--- src/pkg/rss_params.svh ---
// Purpose: constants for the receive signaling substitution/extraction block
// Assumes: one T1 receive framer, 24 timeslot channels
// Notes: definitions only
`ifndef RSS_PARAMS_SVH
`define RSS_PARAMS_SVH
`define RSS_NCH        24
`define RSS_FIFO_DEPTH 16
`define RSS_DEB_SF     2
`define RSS_FMT_RST    2'h0
`define RSS_SV_A16     3
`define RSS_SV_A4      5
`define RSS_SV_B4      4
`define RSS_SV_A2      6
`define RSS_SV_W       7
`endif

--- src/pkg/rss_pkg.sv ---
// Purpose: shared types of the receive signaling substitution/extraction block
// Assumes: rss_params.svh holds the numbers
// Notes: nothing is imported; users write rss_pkg::name
`include "rss_params.svh"
package rss_pkg;
  typedef enum logic [1:0] {
    RSS_SUB_ONES = 2'b00,
    RSS_SUB_16   = 2'b01,
    RSS_SUB_4    = 2'b10,
    RSS_SUB_2    = 2'b11
  } rss_sub_e;

  typedef enum logic [1:0] {
    RSS_EXT_NONE = 2'b00,
    RSS_EXT_ABCD = 2'b01,
    RSS_EXT_AB   = 2'b10,
    RSS_EXT_A    = 2'b11
  } rss_ext_e;

  typedef struct packed {
    rss_sub_e                rx_sig_sub_format;
    rss_ext_e                rx_sig_extract_format;
    logic                    sig_sub_en;
    logic                    overhead_sig_out_en;
    logic                    sig_debounce_en;
    logic [`RSS_SV_W-1:0]    rx_sig_sub_values_reg;
  } rss_cfg_s;

  typedef struct packed {
    logic [4:0] chan;
    logic [7:0] octet;
  } rss_pcm_s;

  typedef struct packed {
    logic [4:0] chan;
    logic [3:0] abcd;
  } rss_sig_s;
endpackage

--- src/design/rss_core.sv ---
// Purpose: per-channel receive robbed-bit signaling substitution and extraction
// Assumes: framer logic on clk presents one channel octet per beat
// Notes: sig_idx 0..3 names the robbed bit A..D carried in the octet lsb
// Operation
// - format 00 with substitution on forces every signaling bit to one.
// - format 01 replaces A,B,C,D with substitution values bits 3..0.
// - format 10 replaces A and B from substitution values bits 5 and 4.
// - format 11 replaces A from substitution values bit 6.
// - extraction format 00 extracts nothing for that channel.
// - extraction format 01 extracts A,B,C,D.
// - extraction format 10 extracts only A and B.
// - extraction format 11 extracts only A.
// - extracted bits go to array, signaling pin if enabled, overhead if enabled.
// - substitution touches PCM output only; array and pin keep received bits.
// - debounce on updates only after two identical superframes, else on change.
// - overhead output carries array contents only while its enable is set.
`timescale 1ns/10ps
`default_nettype none
`include "rss_params.svh"

module rss_fifo #(
  parameter int WIDTH = 13,
  parameter int DEPTH = `RSS_FIFO_DEPTH
) (
  input  wire logic             clk,
  input  wire logic             rst_b,
  input  wire logic             in_valid,
  output logic                  in_ready,
  input  wire logic [WIDTH-1:0] in_data,
  output logic                  out_valid,
  input  wire logic             out_ready,
  output logic      [WIDTH-1:0] out_data
);
  localparam int AW = $clog2(DEPTH);
  // pointer wrap arithmetic only works for a power-of-two depth
  if (DEPTH < 2 || (1 << AW) != DEPTH || WIDTH < 1) begin : g_bad_fifo_cfg
    $error("rss_fifo: DEPTH must be a power of two >= 2 and WIDTH >= 1");
  end
  logic [WIDTH-1:0] mem [DEPTH];
  logic [AW:0]      wr_ptr_reg;
  logic [AW:0]      rd_ptr_reg;
  logic             push;
  logic             pop;

  assign in_ready  = (wr_ptr_reg - rd_ptr_reg) != (AW+1)'(DEPTH);
  assign out_valid = wr_ptr_reg != rd_ptr_reg;
  assign push      = in_valid && in_ready;
  assign pop       = out_valid && out_ready;
  assign out_data  = mem[rd_ptr_reg[AW-1:0]];

  always_ff @(posedge clk) begin
    if (push) begin
      mem[wr_ptr_reg[AW-1:0]] <= in_data;
    end
  end
  always_ff @(posedge clk or negedge rst_b) begin
    if (!rst_b) begin
      wr_ptr_reg <= '0;
      rd_ptr_reg <= '0;
    end else begin
      if (push) wr_ptr_reg <= wr_ptr_reg + 1'b1;
      if (pop) rd_ptr_reg <= rd_ptr_reg + 1'b1;
    end
  end
endmodule

module rss_core #(
  parameter int NCH   = `RSS_NCH,
  parameter int DEPTH = `RSS_FIFO_DEPTH
) (
  input  wire logic              clk,
  input  wire logic              rst_b,
  input  wire logic              cfg_we,
  input  wire logic [4:0]        cfg_chan,
  input  wire rss_pkg::rss_cfg_s cfg_wdata,
  input  wire logic              sig_if_en,
  input  wire logic              in_valid,
  output logic                   in_ready,
  input  wire rss_pkg::rss_pcm_s in_pcm,
  input  wire logic              in_sig_frame,
  input  wire logic [1:0]        in_sig_idx,
  input  wire logic              in_sf_last,
  output logic                   rx_pcm_out_valid,
  input  wire logic              rx_pcm_out_ready,
  output rss_pkg::rss_pcm_s      rx_pcm_out,
  output logic                   rx_sig_out_valid,
  output rss_pkg::rss_sig_s      rx_sig_out_pin,
  output logic                   rx_overhead_out_valid,
  output rss_pkg::rss_sig_s      rx_overhead_out_pin,
  input  wire logic [4:0]        rd_chan,
  output logic      [3:0]        rx_sig_array_reg
);
  if (NCH < 1 || NCH > 32) begin : g_bad_nch
    $error("rss_core: NCH must be 1..32");
  end

  logic              rst_s1_reg;
  logic              rst_s_b;
  rss_pkg::rss_cfg_s cfg_mem [NCH];
  logic [3:0]        acc_mem [NCH];
  logic [3:0]        prev_mem [NCH];
  logic [3:0]        arr_mem [NCH];
  rss_pkg::rss_cfg_s cur;
  rss_pkg::rss_pcm_s pcm_next;
  logic [3:0]        rx_abcd;
  logic [3:0]        ext_next;
  logic              take;
  logic              stable;
  logic              upd_next;
  logic [4:0]        ch;

  // reset release through two flops; assertion stays asynchronous
  always_ff @(posedge clk or negedge rst_b) begin
    if (!rst_b) begin
      rst_s1_reg <= 1'b0;
      rst_s_b    <= 1'b0;
    end else begin
      rst_s1_reg <= 1'b1;
      rst_s_b    <= rst_s1_reg;
    end
  end

  function automatic logic sub_bit(input rss_pkg::rss_cfg_s c, input logic [1:0] idx, input logic rx);
    logic r;
    r = rx;
    case (c.rx_sig_sub_format)
      rss_pkg::RSS_SUB_ONES: r = 1'b1;
      rss_pkg::RSS_SUB_16:   r = c.rx_sig_sub_values_reg[`RSS_SV_A16 - idx];
      rss_pkg::RSS_SUB_4: begin
        if (idx == 2'd0) r = c.rx_sig_sub_values_reg[`RSS_SV_A4];
        if (idx == 2'd1) r = c.rx_sig_sub_values_reg[`RSS_SV_B4];
      end
      rss_pkg::RSS_SUB_2: begin
        if (idx == 2'd0) r = c.rx_sig_sub_values_reg[`RSS_SV_A2];
      end
      default: r = rx;
    endcase
    return r;
  endfunction

  function automatic logic [3:0] ext_mask(input rss_pkg::rss_ext_e f);
    case (f)
      rss_pkg::RSS_EXT_ABCD: return 4'hF;
      rss_pkg::RSS_EXT_AB:   return 4'hC;
      rss_pkg::RSS_EXT_A:    return 4'h8;
      default:               return 4'h0;
    endcase
  endfunction

  assign ch   = (int'(in_pcm.chan) < NCH) ? in_pcm.chan : 5'h00;
  assign cur  = cfg_mem[ch];
  assign take = in_valid && in_ready;

  // received abcd of this superframe, with this beat's bit merged in
  always_comb begin
    rx_abcd = acc_mem[ch];
    if (in_sig_frame) rx_abcd[3 - in_sig_idx] = in_pcm.octet[0];
  end

  always_comb begin
    pcm_next = in_pcm;
    if (in_sig_frame && cur.sig_sub_en) begin
      pcm_next.octet[0] = sub_bit(cur, in_sig_idx, in_pcm.octet[0]);
    end
  end

  assign ext_next = rx_abcd & ext_mask(cur.rx_sig_extract_format);
  assign stable   = ext_next == prev_mem[ch];
  // no signaling update leaves a channel with extraction off; its pcm octets still pass
  assign upd_next = take && in_sf_last && (cur.rx_sig_extract_format != rss_pkg::RSS_EXT_NONE) &&
                    (cur.sig_debounce_en ? stable : (ext_next != arr_mem[ch]));

  // per-channel settings, formats cleared at reset
  always_ff @(posedge clk or negedge rst_s_b) begin
    if (!rst_s_b) begin
      for (int i = 0; i < NCH; i++) begin
        cfg_mem[i] <= '{rx_sig_sub_format: rss_pkg::rss_sub_e'(`RSS_FMT_RST),
                        rx_sig_extract_format: rss_pkg::rss_ext_e'(`RSS_FMT_RST), default: '0};
      end
    end else if (cfg_we && int'(cfg_chan) < NCH) begin
      cfg_mem[cfg_chan] <= cfg_wdata;
    end
  end

  // accumulation and array use the received bits only
  always_ff @(posedge clk or negedge rst_s_b) begin
    if (!rst_s_b) begin
      for (int i = 0; i < NCH; i++) begin
        acc_mem[i]  <= 4'h0;
        prev_mem[i] <= 4'h0;
        arr_mem[i]  <= 4'h0;
      end
    end else if (take) begin
      acc_mem[ch] <= rx_abcd;
      if (in_sf_last) begin
        prev_mem[ch] <= ext_next;
        if (upd_next) arr_mem[ch] <= ext_next;
      end
    end
  end

  always_ff @(posedge clk or negedge rst_s_b) begin
    if (!rst_s_b) begin
      rx_sig_out_valid      <= 1'b0;
      rx_sig_out_pin        <= '0;
      rx_overhead_out_valid <= 1'b0;
      rx_overhead_out_pin   <= '0;
      rx_sig_array_reg      <= 4'h0;
    end else begin
      rx_sig_out_valid      <= upd_next && sig_if_en;
      rx_overhead_out_valid <= upd_next && cur.overhead_sig_out_en;
      if (upd_next && sig_if_en) rx_sig_out_pin <= '{chan: ch, abcd: ext_next};
      if (upd_next && cur.overhead_sig_out_en) rx_overhead_out_pin <= '{chan: ch, abcd: ext_next};
      rx_sig_array_reg <= (int'(rd_chan) < NCH) ? arr_mem[rd_chan] : 4'h0;
    end
  end

  rss_fifo #(.WIDTH($bits(rss_pkg::rss_pcm_s)), .DEPTH(DEPTH)) u_fifo (
    .clk       (clk),
    .rst_b     (rst_s_b),
    .in_valid  (in_valid),
    .in_ready  (in_ready),
    .in_data   (pcm_next),
    .out_valid (rx_pcm_out_valid),
    .out_ready (rx_pcm_out_ready),
    .out_data  (rx_pcm_out)
  );
endmodule
`default_nettype wire

--- config.mk ---
export PLATFORM = sky130hd
export DESIGN_NAME = rss_core
export DESIGN_NICKNAME = d
export VERILOG_FILES = /design/src/pkg/rss_pkg.sv /design/src/design/rss_core.sv
export VERILOG_INCLUDE_DIRS = /design/src /design/src/pkg
export SDC_FILE = /design/constraint.sdc
export NUM_CORES = 1
export LEC_CHECK = 0
export BUFFER_PORTS_ARGS = -buffer_cell sky130_fd_sc_hd__buf_2
export CAP_MARGIN = 10
export CORE_ASPECT_RATIO = 1.5
export CORE_MARGIN = 5
export CORE_UTILIZATION = 55
export DETAILED_ROUTE_END_ITERATION = 16
export GPL_ROUTABILITY_DRIVEN = 0
export HOLD_SLACK_MARGIN = 0.03
export PLACE_DENSITY = 0.74
export SYNTH_ARGS = -nofsm -noshare
export SYNTH_HDL_FRONTEND = slang
export SYNTH_SLANG_ARGS = --single-unit
--- constraint.sdc ---
create_clock -name clk -period 18.8 [get_ports clk]
set_input_delay 0.94 -clock clk [delete_from_list [all_inputs] [get_ports clk]]
set_output_delay 0.94 -clock clk [all_outputs]
set_load 0.1 [all_outputs]
==> results of run 1 <==
worst paths after layout:
kind,endpoint,startpoint,slack (ps)
setup / recovery,rx_sig_out_pin[0],in_pcm[8],11110
hold reg to reg,rst_s_b,rst_s1_reg,350
setup reg to reg,rx_sig_out_pin[0],u_fifo.rd_ptr_reg[3],12790
min in group clk,rst_s_b,rst_s1_reg,350
hold / removal,rst_s_b,rst_b,60
max in group asynchronous,arr_mem[73],rst_s_b,16020
power by group through the flow:
stage	sequential, W	clock, W	combinational (W)
global route	0.00245	0.00177	0.00149
CTS	0.00242	0.00168	0.00141
global placement	0.00243	0	0.00137
finish	0.00242	0.00167	0.00141
detailed placement	0.00245	0	0.00140
floorplan	0.00250	0	0.000984
logic make-up after synthesis:
family / count (synthesis) / share of synthesized area (%)
flip-flops: 868 / 57.14
AND/OR/NAND/NOR: 479 / 5.449
adder cells (fa/ha/maj): 15 / 0.4711
AO/OA/AOI/OAI: 530 / 9.250
other: 1 / 0.009413
multiplexers: 762 / 24.42
XOR/XNOR: 19 / 0.4177
buffers and inverters: 264 / 2.846
per-stage QoR:
step | setup slack (ps) | cell area (µm²) | power, W | util [%]
after floorplan | 8072 | 39840 | 0.003487 | -
after global placement | 10760 | 40910 | 0.003796 | 56.65
after detailed placement | 10600 | 40910 | 0.003860 | 56.65
after CTS | 11240 | 43600 | 0.005518 | 60.38
after global routing | 10910 | 43610 | 0.005709 | 60.39
final | 11110 | 43620 | 0.005502 | 60.40
layout by cell type (no fill, tap or decap), types with 40 or more instances in the layout:
master     count
a211oi_1      40
a21oi_1       74
buf_2         83
buf_4         42
clkbuf_16     82
dfrtp_1      657
edfxtp_1     208
mux2_2       514
mux2i_1      100
mux4_2       110
nand2_1      220
nor2_1        89
o21ai_0      178
o22ai_1       75
metal layers:
metal / vias up / wire, µm / part of all wire [%] / global-route usage, %
li1: 10910 / - / - / -
met1: 13380 / 37910 / 34 / 32.42
met2: 1285 / 56370 / 51 / 48.36
met3: 449 / 7336 / 6.7 / 4.283
met4: 2 / 8352 / 7.6 / 18.34
met5: - / 11 / 0.010 / 0
final cells by class:
| class | count | area, µm² | area share [%] |
|---|---|---|---|
| multi-input combinational | 1806 | 16090 | 36.88 |
| antenna | 7 | 17.52 | 0.04016 |
| inverter | 27 | 101.3 | 0.2323 |
| sequential | 868 | 22770 | 52.20 |
| timing repair buffer | 129 | 795.8 | 1.824 |
| clock buffer | 117 | 2323 | 5.327 |
| tap | 922 | 1154 | 2.645 |
| clock inverter | 32 | 370.4 | 0.8490 |
critical path, stage by stage:
cell      delay [ps]
buf_6            420
buf_4            650
nor2b_2          810
nand2_1          400
buf_4            350
o22ai_1          190
or3_1            140
o311ai_0         240
a31o_2           370
ha_1             320
nor2_1           150
o21ai_1          120
o41ai_4           80
buf_4            390
xor2_1           120
nor2_1           210
nand4_4          750
a21boi_2        1070
mux2_4           350
==> out/metrics.yaml, run 1 <==
status: "finished, final reports clean"
layoutNonFillerInstCount: 3908
drc: 0
clockPowerShare_pct: 30.3
synth_seq_area_share_pct: 57.14
hold_ws_ps: 58.01
ctsRootBufferMaster: "clkbuf_16"
slew-limit-headroom_pct: 18.28
grt_pass1_wl_um: 168200
startpoint_type: "input port"
h-tree-depth: 3
grt_antenna_before_repair: 7
initial_core_util_pct: 55.16
routed_wl_um: 110000
port_buffers: 85
cp.required_ps: 19330
cap_violations: 0
dp.cells: 3752
comb_power_share_pct: 25.6
p_per_area_nw_per_um2: 126.1
ff2ff_path_depth: 11
grtUsageTotal_pct: 28.00
fp.dieW_um: 229.7
dp_hpwl_um: 71330
cts.repair.resized: 0
ant_nets: 0
synth_top_cell_by_area: "dfrtp_1"
synth_cell_type_count: 83
setup_tns_ps: 0
clockBufferDepth: 3
arrival_ps: 8230
area_growth_pct: 9.498
syn_inst: 2938
synth_nets: 3000
cellInternalPower_w: 0.003656
slew_violations: 0
yosysMostFrequentCell: "dfrtp_1"
wire_per_inst_um: 28.14
grt.overflow.total: 0
p_seq_share_pct: 44.1
worstMarginPinSlew_ps: 1224
swShare_pct: 33.55
path_class: "input port to flop"
top_register: "cfg_mem"
synth-async-reset-ratio_pct: 76.04
grt_pass1_vias: 27480
setup_viol: 0
syn_area_um2: 39840
finalHoldViolCount: 0
die_y_um: 339.6
hold_class: "input port to async pin"
p_leak_nw: 18.48
clock-skew-final_ps: 40.96
io_pins: 86
synth-edff-count: 208
clk_pin_slew_ps: 60
die-area_um2: 78020
nets: 2974
syn-mean-instance-area_um2: 13.56
synth_area_leaders: "dfrtp_1 (41%), edfxtp_1 (16%), mux2_2 (15%)"
drive_gt1_share_pct: 32.29
coreArea_um2: 72220
fin_crit_sh_pct: 40.93
p_sw_w: 0.001846
ys_warn_count: 0
post_cts_buffers: 0
clkLatencyLatePin_ps: 680
largest_reg_flops: 336
drtPass1Iterations: 9
rsz0062_at_grt: "no"
vias: 26030
min_period_ps: 7694
synth-seq-cells: 868
cts_tree: "yes"
yosys_most_used_dff: "dfrtp_1"
clock_sinks: 868
cts_buffers: 80
grt_start_max_net_pins: 167
vias_per_cell: 6.660
max_freq_ghz: 0.1300
synth_top_area_share_pct: 41.46
row_count: 121
cp_max_fo: 58
fill_cells: 5449
worstSetupEndpointType: "flop"
yosys-top-cells-count: "dfrtp_1 (660), mux2_2 (514), nand2_1 (220), edfxtp_1 (208), o21ai_0 (179)"
hold_buffers: 0
drt-initial-drc-count: 2385
ir_worst_vdd_mv: 0.08403
(Power assumes the default switching activity.)
==> run 2, diff against run 1 <==
--- a/config.mk
+++ b/config.mk
@@ -14,7 +14,7 @@
 export DETAILED_ROUTE_END_ITERATION = 16
 export GPL_ROUTABILITY_DRIVEN = 0
 export HOLD_SLACK_MARGIN = 0.03
-export PLACE_DENSITY = 0.74
+export PLACE_DENSITY = 0.71
 export SYNTH_ARGS = -nofsm -noshare
 export SYNTH_HDL_FRONTEND = slang
 export SYNTH_SLANG_ARGS = --single-unit
==> constraint.sdc (replaced) <==
create_clock -name clk -period 7.1 [get_ports clk]
set_input_delay 0.355 -clock clk [delete_from_list [all_inputs] [get_ports clk]]
set_output_delay 0.355 -clock clk [all_outputs]
set_load 0.1 [all_outputs]
==> run 2 against run 1 <==
  * Hold slack improved by 3.4 ps
  * Clock skew shrank 13 ps
  * Utilization rose by 0.48 points
  * Largest cell class unchanged
==> out/metrics.yaml, run 2 (same netlist as run 1, synthesis figures left out) <==
fin_crit_sh_pct: 77.80
clock_sinks: 868  # unchanged
drtPass1Iterations: 6  # -3
grt_antenna_before_repair: 7  # unchanged
final_area_um2: 43970  # +0.79%
vias: 25970  # -0.23%
area_growth_pct: 10.36
worstSetupEndpointType: "flop"
grt_pass1_wl_um: 172200  # +2.4%
p_per_area_nw_per_um2: 336.7  # +170%
vias_per_cell: 6.612  # -0.71%
final_cell_mix: "dfrtp_1 (657), mux2_2 (514), nand2_1 (220)"
path_class: "input port to flop"
dpl_cell_area_um2: 41060  # +0.37%
cpLargestDelayFamily: "buffers and inverters"
grt_start_max_net_pins: 149  # -11%
dp_hpwl_um: 72990  # +2.3%
cp.required_ps: 7640  # -11690 ps
largest_reg_flops: 336  # unchanged
cpPeakStageDelay_ps: 940  # -130 ps
max_freq_ghz: 0.1810
setup_viol: 0  # unchanged
fill_cells: 5427  # -0.40%
slew_violations: 0  # unchanged
top_register: "cfg_mem"
fp.dieW_um: 229.7  # unchanged
cts_buffers: 81  # +1.3%
cts_tree: "yes"
crit_chain: "buf_2 -> ha_2 -> nand2b_2 -> buf_4 -> nand2_1 -> a2111oi_0 -> o21ai_1 -> o31ai_4 -> buf_4 -> xnor2_1 -> nand4_1 -> nand4_4 -> buf_4 -> a21boi_2 -> buf_4 -> mux2_4"
final_common_cell: "dfrtp_1"
drc: 0  # unchanged
ctsRootBufferMaster: "clkbuf_16"
critPathSlowestCell: "a2111oi_0"
p_leak_nw: 18.65  # +0.90%
cap_violations: 0  # unchanged
clkLatencyLatePin_ps: 670  # about the same
clock-skew-final_ps: 27.83  # -13.13 ps
cp_max_fo: 27  # -53%
grt_pass1_vias: 27480  # +0.011%
startpoint_type: "input port"
arrival_ps: 6060  # -2170 ps
h-tree-depth: 3  # unchanged
worstMarginPinSlew_ps: 1236  # +11.66 ps
ir_worst_vdd_mv: 0.2466  # +190%
row_count: 121  # unchanged
rsz0062_at_grt: "no"
finalHoldViolCount: 0  # unchanged
drt-initial-drc-count: 2426  # +1.7%
initial_core_util_pct: 55.16  # unchanged
clockBufferDepth: 3  # unchanged
slew-limit-headroom_pct: 17.59  # -0.69 points
hold_class: "input port to flop"
layoutNonFillerInstCount: 3927  # +0.49%
wire_per_inst_um: 28.72  # +2.1%
critPathBufInv: 5  # +1
drive_gt1_share_pct: 32.74  # +0.45 points
routed_wl_um: 112800  # +2.5%
port_buffers: 85  # unchanged
nets: 3000  # +0.87%
grt.overflow.total: 0  # unchanged
setup_tns_ps: 0  # unchanged
post_cts_buffers: 0  # unchanged
status: "finished, final reports clean"
die-area_um2: 78020  # unchanged
coreArea_um2: 72220  # unchanged
dp.cells: 3772  # +0.53%
grtUsageTotal_pct: 28.82  # +0.81 points
ant_nets: 0  # unchanged
clk_pin_slew_ps: 70  # about the same
io_pins: 86  # unchanged
min_period_ps: 5523
die_y_um: 339.6  # unchanged
crit_top_cell: "buf_4"
run 2: cell count changes in the layout (fill, tap and decap cells not counted), sizes merged:
cell,before,now
buf,128,148
bufinv,4,11
clkbuf,118,111
clkinv,22,19
clkinvlp,2,7
diode,7,3
dlygate4sd3,0,5
inv,31,27
run 2: repair_timing:
action	in CTS	in global routing
resized for setup	0	0
hold buffers	5	0
hold endpoints to repair	21	0
run 2: cell type report:
| cell class | count | area, µm² | area share [%] |
|---|---|---|---|
| timing repair buffer | 154 | 1008 | 2.294 |
| clock inverter | 37 | 571.8 | 1.301 |
| sequential | 868 | 22770 | 51.79 |
| multi-input combinational | 1806 | 16080 | 36.56 |
| tap | 922 | 1154 | 2.624 |
| clock buffer | 110 | 2277 | 5.179 |
| antenna | 3 | 7.507 | 0.01708 |
| inverter | 27 | 101.3 | 0.2305 |
run 2: stage by stage:
| stage | setup WS (ps) | util [%] | hold WS (ps) | total power [W] |
|---|---|---|---|---|
| 6_report | 1577 | 60.88 | 61.44 | 0.01480 |
| 5_1_grt | 1379 | 60.87 | 55.69 | 0.01536 |
| 4_1_cts | 1757 | 60.87 | 31.91 | 0.01486 |
| 3_5_place_dp | 1045 | 56.86 | 144.1 | 0.01025 |
| 3_3_place_gp | 1156 | 56.86 | 141.9 | 0.01011 |
| 2_1_floorplan | 714.3 | - | 59.41 | 0.009228 |
run 2: path summary, 6_finish.rpt:
| kind | cells past startpoint | start | end | slack, ps |
|---|---|---|---|---|
| setup / recovery | 16 | in_pcm[11] | rx_sig_out_pin[0] | 1580 |
| hold / removal | 1 | in_pcm[3] | u_fifo.mem[11][3] | 60 |
| setup reg to reg | 14 | u_fifo.rd_ptr_reg[3] | rx_sig_out_pin[0] | 2200 |
| hold reg to reg | 0 | rst_s_b | cfg_mem[0] | 330 |
| max in group asynchronous | 2 | rst_s_b | cfg_mem[113] | 4830 |
| min in group asynchronous | 0 | rst_s_b | cfg_mem[0] | 330 |
run 2: power by group:
group          internal, W  switching (W)  total, W
clock              0.00268        0.00196   0.00463
sequential         0.00591       0.000532   0.00645
combinational      0.00132        0.00240   0.00372
run 2: layer usage:
metal / global-route usage (%) / wire length (µm) / part of all wire [%] / vias to the layer above
met4: 18.04 / 8349 / 7.4 / 4
met5: 0 / 28 / 0.025 / -
met3: 5.379 / 8331 / 7.4 / 440
met2: 48.77 / 56570 / 50 / 1278
li1: - / - / - / 10980
met1: 33.99 / 39500 / 35 / 13270
